`src/verilog/dpc_map.svh`:
```
`ifndef DPC_MAP_SVH
`define DPC_MAP_SVH

// Register offsets
`define DPC_OFS_PLAYBACK_CTRL     8'h21
`define DPC_OFS_GAIN_STATUS       8'h22
`define DPC_OFS_RAMP_STATUS       8'h23

// Playback control field positions
`define DPC_BIT_EMPH_LO           1
`define DPC_BIT_EMPH_HI           2
`define DPC_BIT_SOFT_MUTE         3
`define DPC_BIT_DOUBLE_OSR        6
`define DPC_BIT_UNMUTE_RAMP       9
`define DPC_BIT_RAMP_RATE         10
`define DPC_BIT_SLOPING_FILT      11
`define DPC_BIT_MONO_MIX          12

// Reset values
`define DPC_RST_PLAYBACK_CTRL     16'h0008
`define DPC_RST_GAIN              8'h00

// Gain code limits
`define DPC_CODE_UNITY            8'hc0
`define DPC_CODE_MUTE             8'h00

// Ramp periods in sample ticks, and the longest ramps they give at 48 kHz
`define DPC_RAMP_FAST_DIV         6'h02
`define DPC_RAMP_SLOW_DIV         6'h20
`define DPC_RAMP_FAST_MAX_MS      10.7
`define DPC_RAMP_SLOW_MAX_MS      171

`endif

```
`src/verilog/dpc_pkg.sv`:
```
`default_nettype none

package dpc_pkg;

	typedef logic signed [15:0] dpc_sample_t;
	typedef logic [7:0]         dpc_code_t;

	typedef enum logic [1:0] {
		DPC_LIVE,
		DPC_MUTING,
		DPC_MUTED,
		DPC_RAMP_UP
	} dpc_ramp_state_t;

endpackage : dpc_pkg

`default_nettype wire

```
`src/verilog/dpc_fifo.sv`:
```
`default_nettype none

module dpc_fifo #(
	parameter int WIDTH = 32,
	parameter int DEPTH = 16
) (
	// Clock and reset
	input  wire logic             clk,
	input  wire logic             rst,
	// Fill side
	input  wire logic             in_valid,
	output logic                  in_ready,
	input  wire logic [WIDTH-1:0] in_data,
	// Drain side
	output logic                  out_valid,
	input  wire logic             out_ready,
	output logic [WIDTH-1:0]      out_data
);

	localparam int AW = $clog2(DEPTH);

	logic [WIDTH-1:0] mem_ff [DEPTH];
	logic [AW-1:0]    wr_ptr_ff;
	logic [AW-1:0]    rd_ptr_ff;
	logic [AW:0]      count_ff;
	logic             out_valid_ff;
	logic [WIDTH-1:0] out_data_ff;
	logic             push;
	logic             pop;

	// Output register refills whenever it is empty or being drained
	assign in_ready  = (count_ff != (AW+1)'(DEPTH));
	assign push      = in_valid && in_ready;
	assign pop       = (count_ff != '0) && (!out_valid_ff || out_ready);
	assign out_valid = out_valid_ff;
	assign out_data  = out_data_ff;

	always_ff @(posedge clk) begin
		if (push) begin
			mem_ff[wr_ptr_ff] <= in_data;
		end
	end

	always_ff @(posedge clk) begin
		if (rst) begin
			wr_ptr_ff <= '0;
			rd_ptr_ff <= '0;
			count_ff  <= '0;
		end else begin
			if (push) begin
				wr_ptr_ff <= wr_ptr_ff + 1'b1;
			end
			if (pop) begin
				rd_ptr_ff <= rd_ptr_ff + 1'b1;
			end
			count_ff <= count_ff + (AW+1)'(push) - (AW+1)'(pop);
		end
	end

	always_ff @(posedge clk) begin
		if (rst) begin
			out_valid_ff <= 1'b0;
			out_data_ff  <= '0;
		end else if (pop) begin
			out_valid_ff <= 1'b1;
			out_data_ff  <= mem_ff[rd_ptr_ff];
		end else if (out_ready) begin
			out_valid_ff <= 1'b0;
		end
	end

endmodule : dpc_fifo

`default_nettype wire

```
`src/verilog/dpc_playback.sv`:
```
`include "dpc_map.svh"
`default_nettype none

module dpc_playback (
	// Clock and reset
	input  wire logic        MCLK,
	input  wire logic        SRST,
	// Register port
	input  wire logic [7:0]  REG_ADDR,
	input  wire logic [15:0] REG_WDATA,
	input  wire logic        REG_WR,
	input  wire logic        REG_RD,
	output logic      [15:0] REG_RDATA,
	// Gains and converter enables
	input  wire logic [7:0]  LEFT_DIGITAL_GAIN,
	input  wire logic [7:0]  RIGHT_DIGITAL_GAIN,
	input  wire logic        LEFT_CONV_ENABLE,
	input  wire logic        RIGHT_CONV_ENABLE,
	// Sample rate tick, one cycle per sample period
	input  wire logic        FS_TICK,
	// Sample input
	input  wire logic        IN_VALID,
	output logic             IN_READY,
	input  wire logic [15:0] IN_LEFT,
	input  wire logic [15:0] IN_RIGHT,
	// Sample output
	output logic             OUT_VALID,
	input  wire logic        OUT_READY,
	output logic      [15:0] OUT_LEFT,
	output logic      [15:0] OUT_RIGHT,
	// Filter controls towards the converter
	output logic      [3:0]  EMPHASIS_FILTER_ONEHOT,
	output logic             SLOPING_STOP_FILTER_SEL,
	output logic             DOUBLE_OVERSAMPLE_SEL
);

	// Mapping of a code to unity-or-below gain
	function automatic dpc_pkg::dpc_code_t clamp_code(input dpc_pkg::dpc_code_t code);
		if (code >= `DPC_CODE_UNITY) begin
			clamp_code = `DPC_CODE_UNITY;
		end else begin
			clamp_code = code;
		end
	endfunction : clamp_code

	// 16 codes make exactly 6 dB, so a table of one octave plus a shift covers all
	function automatic logic [15:0] octave_mant(input logic [3:0] idx);
		unique case (idx)
			4'h0: octave_mant = 16'h8000;
			4'h1: octave_mant = 16'h7a93;
			4'h2: octave_mant = 16'h7560;
			4'h3: octave_mant = 16'h7066;
			4'h4: octave_mant = 16'h6ba2;
			4'h5: octave_mant = 16'h6712;
			4'h6: octave_mant = 16'h62b4;
			4'h7: octave_mant = 16'h5e84;
			4'h8: octave_mant = 16'h5a82;
			4'h9: octave_mant = 16'h56ac;
			4'ha: octave_mant = 16'h52ff;
			4'hb: octave_mant = 16'h4f7b;
			4'hc: octave_mant = 16'h4c1c;
			4'hd: octave_mant = 16'h48e2;
			4'he: octave_mant = 16'h45cb;
			4'hf: octave_mant = 16'h42d5;
		endcase
	endfunction : octave_mant

	function automatic dpc_pkg::dpc_sample_t apply_gain(
		input dpc_pkg::dpc_sample_t smp,
		input dpc_pkg::dpc_code_t   code
	);
		logic [7:0]         atten;
		logic signed [32:0] prod;
		atten = 8'h00;
		prod  = '0;
		if (code == `DPC_CODE_MUTE) begin
			apply_gain = '0;
		end else begin
			atten = `DPC_CODE_UNITY - clamp_code(code);
			prod  = 33'(smp) * $signed({17'h0_0000, octave_mant(atten[3:0])});
			prod  = prod >>> 15;
			prod  = prod >>> atten[7:4];
			apply_gain = prod[15:0];
		end
	endfunction : apply_gain

	// One code per call toward the goal
	function automatic dpc_pkg::dpc_code_t step_toward(
		input dpc_pkg::dpc_code_t cur,
		input dpc_pkg::dpc_code_t goal
	);
		if (cur < goal) begin
			step_toward = cur + 8'h01;
		end else if (cur > goal) begin
			step_toward = cur - 8'h01;
		end else begin
			step_toward = cur;
		end
	endfunction : step_toward

	// Control register fields
	logic [1:0]                emph_sel_ff;
	logic                      soft_mute_ff;
	logic                      double_osr_ff;
	logic                      unmute_ramp_ff;
	logic                      ramp_rate_ff;
	logic                      sloping_filt_ff;
	logic                      mono_mix_ff;
	logic [15:0]               ctrl_rd;
	logic [15:0]               rdata_ff;
	logic [15:0]               nxt_rdata;

	// Ramp state
	dpc_pkg::dpc_ramp_state_t  ramp_st_ff;
	dpc_pkg::dpc_ramp_state_t  nxt_ramp_st;
	dpc_pkg::dpc_code_t        eff_l_ff;
	dpc_pkg::dpc_code_t        eff_r_ff;
	dpc_pkg::dpc_code_t        nxt_eff_l;
	dpc_pkg::dpc_code_t        nxt_eff_r;
	logic [5:0]                tick_cnt_ff;
	logic [5:0]                ramp_div;
	logic                      ramp_step;

	// Sample path
	logic                      fifo_valid;
	logic                      fifo_ready;
	logic [31:0]               fifo_data;
	dpc_pkg::dpc_sample_t      src_l;
	dpc_pkg::dpc_sample_t      src_r;
	dpc_pkg::dpc_sample_t      mono_mix;
	dpc_pkg::dpc_sample_t      mix_l;
	dpc_pkg::dpc_sample_t      mix_r;
	logic signed [16:0]        mono_sum;
	logic                      mono_active;
	logic                      out_valid_ff;
	dpc_pkg::dpc_sample_t      out_l_ff;
	dpc_pkg::dpc_sample_t      out_r_ff;

	// Register writes
	always_ff @(posedge MCLK) begin
		if (SRST) begin
			emph_sel_ff     <= 2'(`DPC_RST_PLAYBACK_CTRL >> `DPC_BIT_EMPH_LO);
			soft_mute_ff    <= 1'(`DPC_RST_PLAYBACK_CTRL >> `DPC_BIT_SOFT_MUTE);
			double_osr_ff   <= 1'(`DPC_RST_PLAYBACK_CTRL >> `DPC_BIT_DOUBLE_OSR);
			unmute_ramp_ff  <= 1'(`DPC_RST_PLAYBACK_CTRL >> `DPC_BIT_UNMUTE_RAMP);
			ramp_rate_ff    <= 1'(`DPC_RST_PLAYBACK_CTRL >> `DPC_BIT_RAMP_RATE);
			sloping_filt_ff <= 1'(`DPC_RST_PLAYBACK_CTRL >> `DPC_BIT_SLOPING_FILT);
			mono_mix_ff     <= 1'(`DPC_RST_PLAYBACK_CTRL >> `DPC_BIT_MONO_MIX);
		end else if (REG_WR && (REG_ADDR == `DPC_OFS_PLAYBACK_CTRL)) begin
			emph_sel_ff     <= REG_WDATA[`DPC_BIT_EMPH_HI:`DPC_BIT_EMPH_LO];
			soft_mute_ff    <= REG_WDATA[`DPC_BIT_SOFT_MUTE];
			double_osr_ff   <= REG_WDATA[`DPC_BIT_DOUBLE_OSR];
			unmute_ramp_ff  <= REG_WDATA[`DPC_BIT_UNMUTE_RAMP];
			ramp_rate_ff    <= REG_WDATA[`DPC_BIT_RAMP_RATE];
			sloping_filt_ff <= REG_WDATA[`DPC_BIT_SLOPING_FILT];
			mono_mix_ff     <= REG_WDATA[`DPC_BIT_MONO_MIX];
		end
	end

	always_comb begin
		ctrl_rd = 16'h0000;
		ctrl_rd[`DPC_BIT_EMPH_HI:`DPC_BIT_EMPH_LO] = emph_sel_ff;
		ctrl_rd[`DPC_BIT_SOFT_MUTE]    = soft_mute_ff;
		ctrl_rd[`DPC_BIT_DOUBLE_OSR]   = double_osr_ff;
		ctrl_rd[`DPC_BIT_UNMUTE_RAMP]  = unmute_ramp_ff;
		ctrl_rd[`DPC_BIT_RAMP_RATE]    = ramp_rate_ff;
		ctrl_rd[`DPC_BIT_SLOPING_FILT] = sloping_filt_ff;
		ctrl_rd[`DPC_BIT_MONO_MIX]     = mono_mix_ff;
	end

	// Read data stand for exactly one cycle; unmapped offsets read zero
	always_comb begin
		nxt_rdata = 16'h0000;
		if (REG_RD) begin
			unique case (REG_ADDR)
				`DPC_OFS_PLAYBACK_CTRL: nxt_rdata = ctrl_rd;
				`DPC_OFS_GAIN_STATUS:   nxt_rdata = {eff_r_ff, eff_l_ff};
				`DPC_OFS_RAMP_STATUS: begin
					nxt_rdata[0] = (ramp_st_ff == dpc_pkg::DPC_MUTING) ||
					               (ramp_st_ff == dpc_pkg::DPC_RAMP_UP);
					nxt_rdata[1] = (ramp_st_ff == dpc_pkg::DPC_MUTED);
					nxt_rdata[2] = mono_active;
					nxt_rdata[3] = !IN_READY;
				end
				default:                nxt_rdata = 16'h0000;
			endcase
		end
	end

	always_ff @(posedge MCLK) begin
		if (SRST) begin
			rdata_ff <= 16'h0000;
		end else begin
			rdata_ff <= nxt_rdata;
		end
	end

	assign REG_RDATA = rdata_ff;

	// Ramp period counter in sample ticks
	assign ramp_div  = ramp_rate_ff ? `DPC_RAMP_SLOW_DIV : `DPC_RAMP_FAST_DIV;
	assign ramp_step = FS_TICK && (tick_cnt_ff == ramp_div - 6'h01);

	always_ff @(posedge MCLK) begin
		if (SRST) begin
			tick_cnt_ff <= 6'h00;
		end else if (ramp_step || (tick_cnt_ff >= ramp_div)) begin
			tick_cnt_ff <= 6'h00;
		end else if (FS_TICK) begin
			tick_cnt_ff <= tick_cnt_ff + 6'h01;
		end
	end

	// Mute and un-mute sequencing, both channels together
	always_comb begin
		nxt_ramp_st = ramp_st_ff;
		nxt_eff_l   = eff_l_ff;
		nxt_eff_r   = eff_r_ff;
		unique case (ramp_st_ff)
			dpc_pkg::DPC_LIVE: begin
				// Settled: gain changes pass straight through
				nxt_eff_l = LEFT_DIGITAL_GAIN;
				nxt_eff_r = RIGHT_DIGITAL_GAIN;
				if (soft_mute_ff) begin
					nxt_ramp_st = dpc_pkg::DPC_MUTING;
					nxt_eff_l   = eff_l_ff;
					nxt_eff_r   = eff_r_ff;
				end
			end
			dpc_pkg::DPC_MUTING, dpc_pkg::DPC_MUTED: begin
				if (!soft_mute_ff && !unmute_ramp_ff) begin
					nxt_ramp_st = dpc_pkg::DPC_LIVE;
					nxt_eff_l   = LEFT_DIGITAL_GAIN;
					nxt_eff_r   = RIGHT_DIGITAL_GAIN;
				end else if (!soft_mute_ff) begin
					nxt_ramp_st = dpc_pkg::DPC_RAMP_UP;
				end else if (ramp_step) begin
					nxt_eff_l = step_toward(eff_l_ff, `DPC_CODE_MUTE);
					nxt_eff_r = step_toward(eff_r_ff, `DPC_CODE_MUTE);
					if ((nxt_eff_l == `DPC_CODE_MUTE) && (nxt_eff_r == `DPC_CODE_MUTE)) begin
						nxt_ramp_st = dpc_pkg::DPC_MUTED;
					end
				end
			end
			dpc_pkg::DPC_RAMP_UP: begin
				if (soft_mute_ff) begin
					nxt_ramp_st = dpc_pkg::DPC_MUTING;
				end else if ((eff_l_ff == LEFT_DIGITAL_GAIN) &&
				             (eff_r_ff == RIGHT_DIGITAL_GAIN)) begin
					nxt_ramp_st = dpc_pkg::DPC_LIVE;
				end else if (ramp_step) begin
					nxt_eff_l = step_toward(eff_l_ff, LEFT_DIGITAL_GAIN);
					nxt_eff_r = step_toward(eff_r_ff, RIGHT_DIGITAL_GAIN);
				end
			end
		endcase
	end

	// Playback starts muted at zero gain
	always_ff @(posedge MCLK) begin
		if (SRST) begin
			ramp_st_ff <= dpc_pkg::DPC_MUTED;
			eff_l_ff   <= `DPC_RST_GAIN;
			eff_r_ff   <= `DPC_RST_GAIN;
		end else begin
			ramp_st_ff <= nxt_ramp_st;
			eff_l_ff   <= nxt_eff_l;
			eff_r_ff   <= nxt_eff_r;
		end
	end

	// Input buffer; a stalled output backs up into IN_READY
	dpc_fifo #(
		.WIDTH (32),
		.DEPTH (16)
	) u_fifo (
		.clk       (MCLK),
		.rst       (SRST),
		.in_valid  (IN_VALID),
		.in_ready  (IN_READY),
		.in_data   ({IN_LEFT, IN_RIGHT}),
		.out_valid (fifo_valid),
		.out_ready (fifo_ready),
		.out_data  (fifo_data)
	);

	assign src_l = fifo_data[31:16];
	assign src_r = fifo_data[15:0];

	// Halving the sum is the 6 dB cut that keeps the mix from clipping
	assign mono_sum    = 17'(src_l) + 17'(src_r);
	assign mono_mix    = mono_sum[16:1];
	assign mono_active = mono_mix_ff && (LEFT_CONV_ENABLE != RIGHT_CONV_ENABLE);

	always_comb begin
		mix_l = src_l;
		mix_r = src_r;
		if (mono_active) begin
			mix_l = mono_mix;
			mix_r = mono_mix;
		end
		if (!LEFT_CONV_ENABLE) begin
			mix_l = '0;
		end
		if (!RIGHT_CONV_ENABLE) begin
			mix_r = '0;
		end
	end

	assign fifo_ready = !out_valid_ff || OUT_READY;

	always_ff @(posedge MCLK) begin
		if (SRST) begin
			out_valid_ff <= 1'b0;
			out_l_ff     <= '0;
			out_r_ff     <= '0;
		end else if (fifo_valid && fifo_ready) begin
			out_valid_ff <= 1'b1;
			out_l_ff     <= apply_gain(mix_l, eff_l_ff);
			out_r_ff     <= apply_gain(mix_r, eff_r_ff);
		end else if (OUT_READY) begin
			out_valid_ff <= 1'b0;
		end
	end

	assign OUT_VALID = out_valid_ff;
	assign OUT_LEFT  = out_l_ff;
	assign OUT_RIGHT = out_r_ff;

	// Emphasis selection goes out one-hot decoded for the converter; the other filter selects pass through as stored
	always_comb begin
		EMPHASIS_FILTER_ONEHOT = 4'h0;
		EMPHASIS_FILTER_ONEHOT[emph_sel_ff] = 1'b1;
	end

	assign SLOPING_STOP_FILTER_SEL = sloping_filt_ff;
	assign DOUBLE_OVERSAMPLE_SEL   = double_osr_ff;

endmodule : dpc_playback

`default_nettype wire

```
`config.mk`:
```
export PLATFORM = sky130hd
export DESIGN_NAME = dpc_playback
export DESIGN_NICKNAME = d
export VERILOG_FILES = /design/src/verilog/dpc_pkg.sv /design/src/verilog/dpc_fifo.sv /design/src/verilog/dpc_playback.sv
export VERILOG_INCLUDE_DIRS = /design/src /design/src/verilog
export SDC_FILE = /design/constraint.sdc
export NUM_CORES = 2
export LEC_CHECK = 0
export ABC_CLOCK_PERIOD_IN_PS = 11700
export BUFFER_PORTS_ARGS = -buffer_cell sky130_fd_sc_hd__buf_2
export CAP_MARGIN = 0
export CORE_UTILIZATION = 27
export CTS_CLUSTER_SIZE = 8
export DETAILED_ROUTE_END_ITERATION = 6
export GPL_ROUTABILITY_DRIVEN = 0
export MAX_ROUTING_LAYER = met4
export PLACE_DENSITY = 0.52
export SYNTH_ARGS = -nofsm -noshare
export SYNTH_HDL_FRONTEND = slang
export SYNTH_SLANG_ARGS = --single-unit
```
`constraint.sdc`:
```
create_clock -name MCLK -period 11.7 [get_ports MCLK]
set_clock_uncertainty 0.05 [all_clocks]
set_input_delay 2.34 -clock MCLK [delete_from_list [all_inputs] [get_ports MCLK]]
set_output_delay 2.34 -clock MCLK [all_outputs]
set_load 0.005 [all_outputs]
```
==> flow_summary.ini <==
[yosys]
synth-edff-count = 512
ys_top_cells_by_area = edfxtp_1 32%, fa_1 16%, ha_1 8.0%
synth_seq_cells = 639
yosysUniqueCellTypes = 96
synthCells = 4333
yosys_warnings = 0
syn_area_um2 = 47500
yosys.area.top_type_share_pct = 32.4
yosysTopAreaCell = edfxtp_1
async_reset_ff_share_pct = 0
syn_nets = 5104
synthFlopType = edfxtp_1
avgSynthCellArea_um2 = 11.0
yosysSeqAreaShare_pct = 37.7

[detailed_routing]
viasPerCell = 4.90
wl_um = 140000
drt_iter0_drc = 2708
firstDrtPassIters = 7
avgRoutedWirePerCell_um = 20.5
vias = 33500
ant_nets = 0
drc_errors = 2

[final_layout]
syn2layout_area_growth_pct = 13.5
final_nets = 5221
multi_input_area_um2 = 26800
register_area_um2 = 17900
layout-drive-gt1-share_pct = 13.5
nFillCells = 17900

[worst_setup_path]
cp_slowest_stage_delay_ns = 0.82
crit_required_ns = 12.29
crit_top_cell = inv_1
regToRegSetupSlack_ns = 0.88
cp_slowest_cell = ha_1
startpoint_type = flop
crit_type = flop to flop
worstPathArrival_ns = 11.41
critPathMaxFanout = 22
worstSetupEndpointType = flop

[cts]
htreeDepth = 3
cts_setup_buffers = 0
root_buffer = clkbuf_16
clk_pin_slew_ns = 0.05
cts_sinks = 639
holdBufCountCts = 0
cts_made_buffers = 92
clock_latency_ns = 0.73
cts_tree = yes
cts-resized-gates = 0
clock_path_buffers = 3

[floorplan]
core_um2 = 174000
fp.dieArea_um2 = 178000
rows = 153
die_w_um = 421
ioPinCount = 137
initial_core_util_pct = 27.3
die_y_um = 421

[placement]
dp_hpwl_um = 102000
io_buffers = 128

[sta]
fin_crit_sh_pct = 92.5
finalSetupViolCount = 0
rsz0062_at_grt = no
slew_headroom_pct = 19.0
final.setup.tns_ns = 0
fmax_mhz = 92.4
finalHoldViolCount = 0
slew_violations = 0
tightest_slew_ns = 1.21
fin_crit_ns = 10.82

[global_routing]
track_usage_pct = 16.0
first_global_vias = 33900
grt_pass1_wl_um = 212000
antenna_found_initial = 15
grt_overflow_total = 0
grt_max_degree = 73

[status]
status = finished with violations
violations = design-rule violations

[min_path]
hp-class = flop to flop

[flow_run]
drv_cap = 0
[cells in the mapped netlist, drive strengths merged (22+ instances only)]
library cell  instances
and2                 42
nor2                376
fa                  388
buf                  34
ha                  302
xor2                 28
clkbuf              184
inv                 551
nor3                 68
o21ai               110
mux2i                61
o31ai                23
a22oi                23
a21oi               179
mux2                 22
a21o                 35
dfxtp               127
nor2b                28
o21a                 23
mux4                161
nand4                37
a211oi               30
edfxtp              512
o211ai               23
xnor2                40
nand3                34
nand2               570
[logic make-up after synthesis]
family / Yosys count / synth area share, %
flops: 639 / 37.7
fa+ha+maj: 690 / 24.3
compound gates: 645 / 9.36
simple gates: 1275 / 11.7
xor+xnor: 68 / 1.27
buf+inv: 772 / 6.16
mux: 244 / 9.50
[layout by cell type, fill, tap and decap left out, types with 16 or more instances in the layout]
master,instances
a211oi_1,25
a21o_1,35
a21oi_1,178
a22oi_1,23
a31oi_1,16
and2_1,41
and3_1,20
buf_2,127
buf_4,114
clkbuf_1,28
clkbuf_16,92
dfxtp_1,123
edfxtp_1,512
fa_1,388
ha_1,302
inv_1,551
mux2_2,22
mux2i_1,58
mux4_2,161
nand2_1,570
nand2b_1,21
nand3_1,34
nand4_1,37
nor2_1,363
nor2b_1,28
nor3_1,64
o211ai_1,22
o21a_1,22
o21ai_0,103
o31ai_1,21
or2_2,16
or3_1,17
xnor2_1,40
xor2_1,27
[critical path: cells and delay by family (launching register included)]
| family | cells | cell delay, ns |
|---|---|---|
| simple gates | 5 | 1.24 |
| fa+ha+maj | 9 | 4.54 |
| xor+xnor | 1 | 0.21 |
| compound gates | 9 | 2.72 |
| flops | 1 | 0.30 |
| buf+inv | 10 | 1.48 |
| mux | 1 | 0.22 |
[layout make-up]
type / instances / share of cell area, %
Antenna cell: 14 / 0.0650
Clock buffer: 121 / 4.49
Clock inverter: 12 / 0.494
Inverter: 554 / 3.86
Multi-Input combinational cell: 2922 / 49.7
Sequential cell: 639 / 33.2
Tap cell: 2325 / 5.39
Timing Repair Buffer: 241 / 2.77
[sequential cells by signal, summed over array words and instances, names as in the netlist, 4 cells and up]
signal,count
OUT_LEFT,16
OUT_RIGHT,16
REG_RDATA,16
eff_l_ff,8
eff_r_ff,8
tick_cnt_ff,6
u_fifo.count_ff,5
u_fifo.mem_ff,512
u_fifo.out_data,32
u_fifo.rd_ptr_ff,4
u_fifo.wr_ptr_ff,4
[layer usage]
layer	part of all wire (%)	vias to the layer above	GRT usage (%)
li1	-	15300	-
met1	44	17000	20.7
met2	48	946	25.9
met3	5.8	181	2.72
met4	2.3	0	4.37
met5	0	-	-
[metrics by stage]
step	area (um^2)	cells	hold WS, ns	util [%]	setup slack, ns
2_1_floorplan	47500	4333	0.393	-	1.72
3_3_place_gp	51200	6681	0.394	29.4	0.515
3_5_place_dp	51200	6681	0.394	29.4	0.498
4_1_cts	53900	6814	0.407	30.9	0.968
5_1_grt	53900	6828	0.430	31.0	0.178
6_report	53900	6828	0.397	31.0	0.876
[path summary, 6_finish.rpt]
path | start | end | cells after the start
min | OUT_LEFT[10] | OUT_LEFT[10] | 2
max | eff_l_ff[0] | OUT_LEFT[13] | 35
max reg2reg | eff_l_ff[0] | OUT_LEFT[13] | 35
min reg2reg | OUT_LEFT[10] | OUT_LEFT[10] | 2
Power is left out: the tool's default activity adds up to more than one toggle a clock period on the data nets, which glitch-free logic cannot reach.
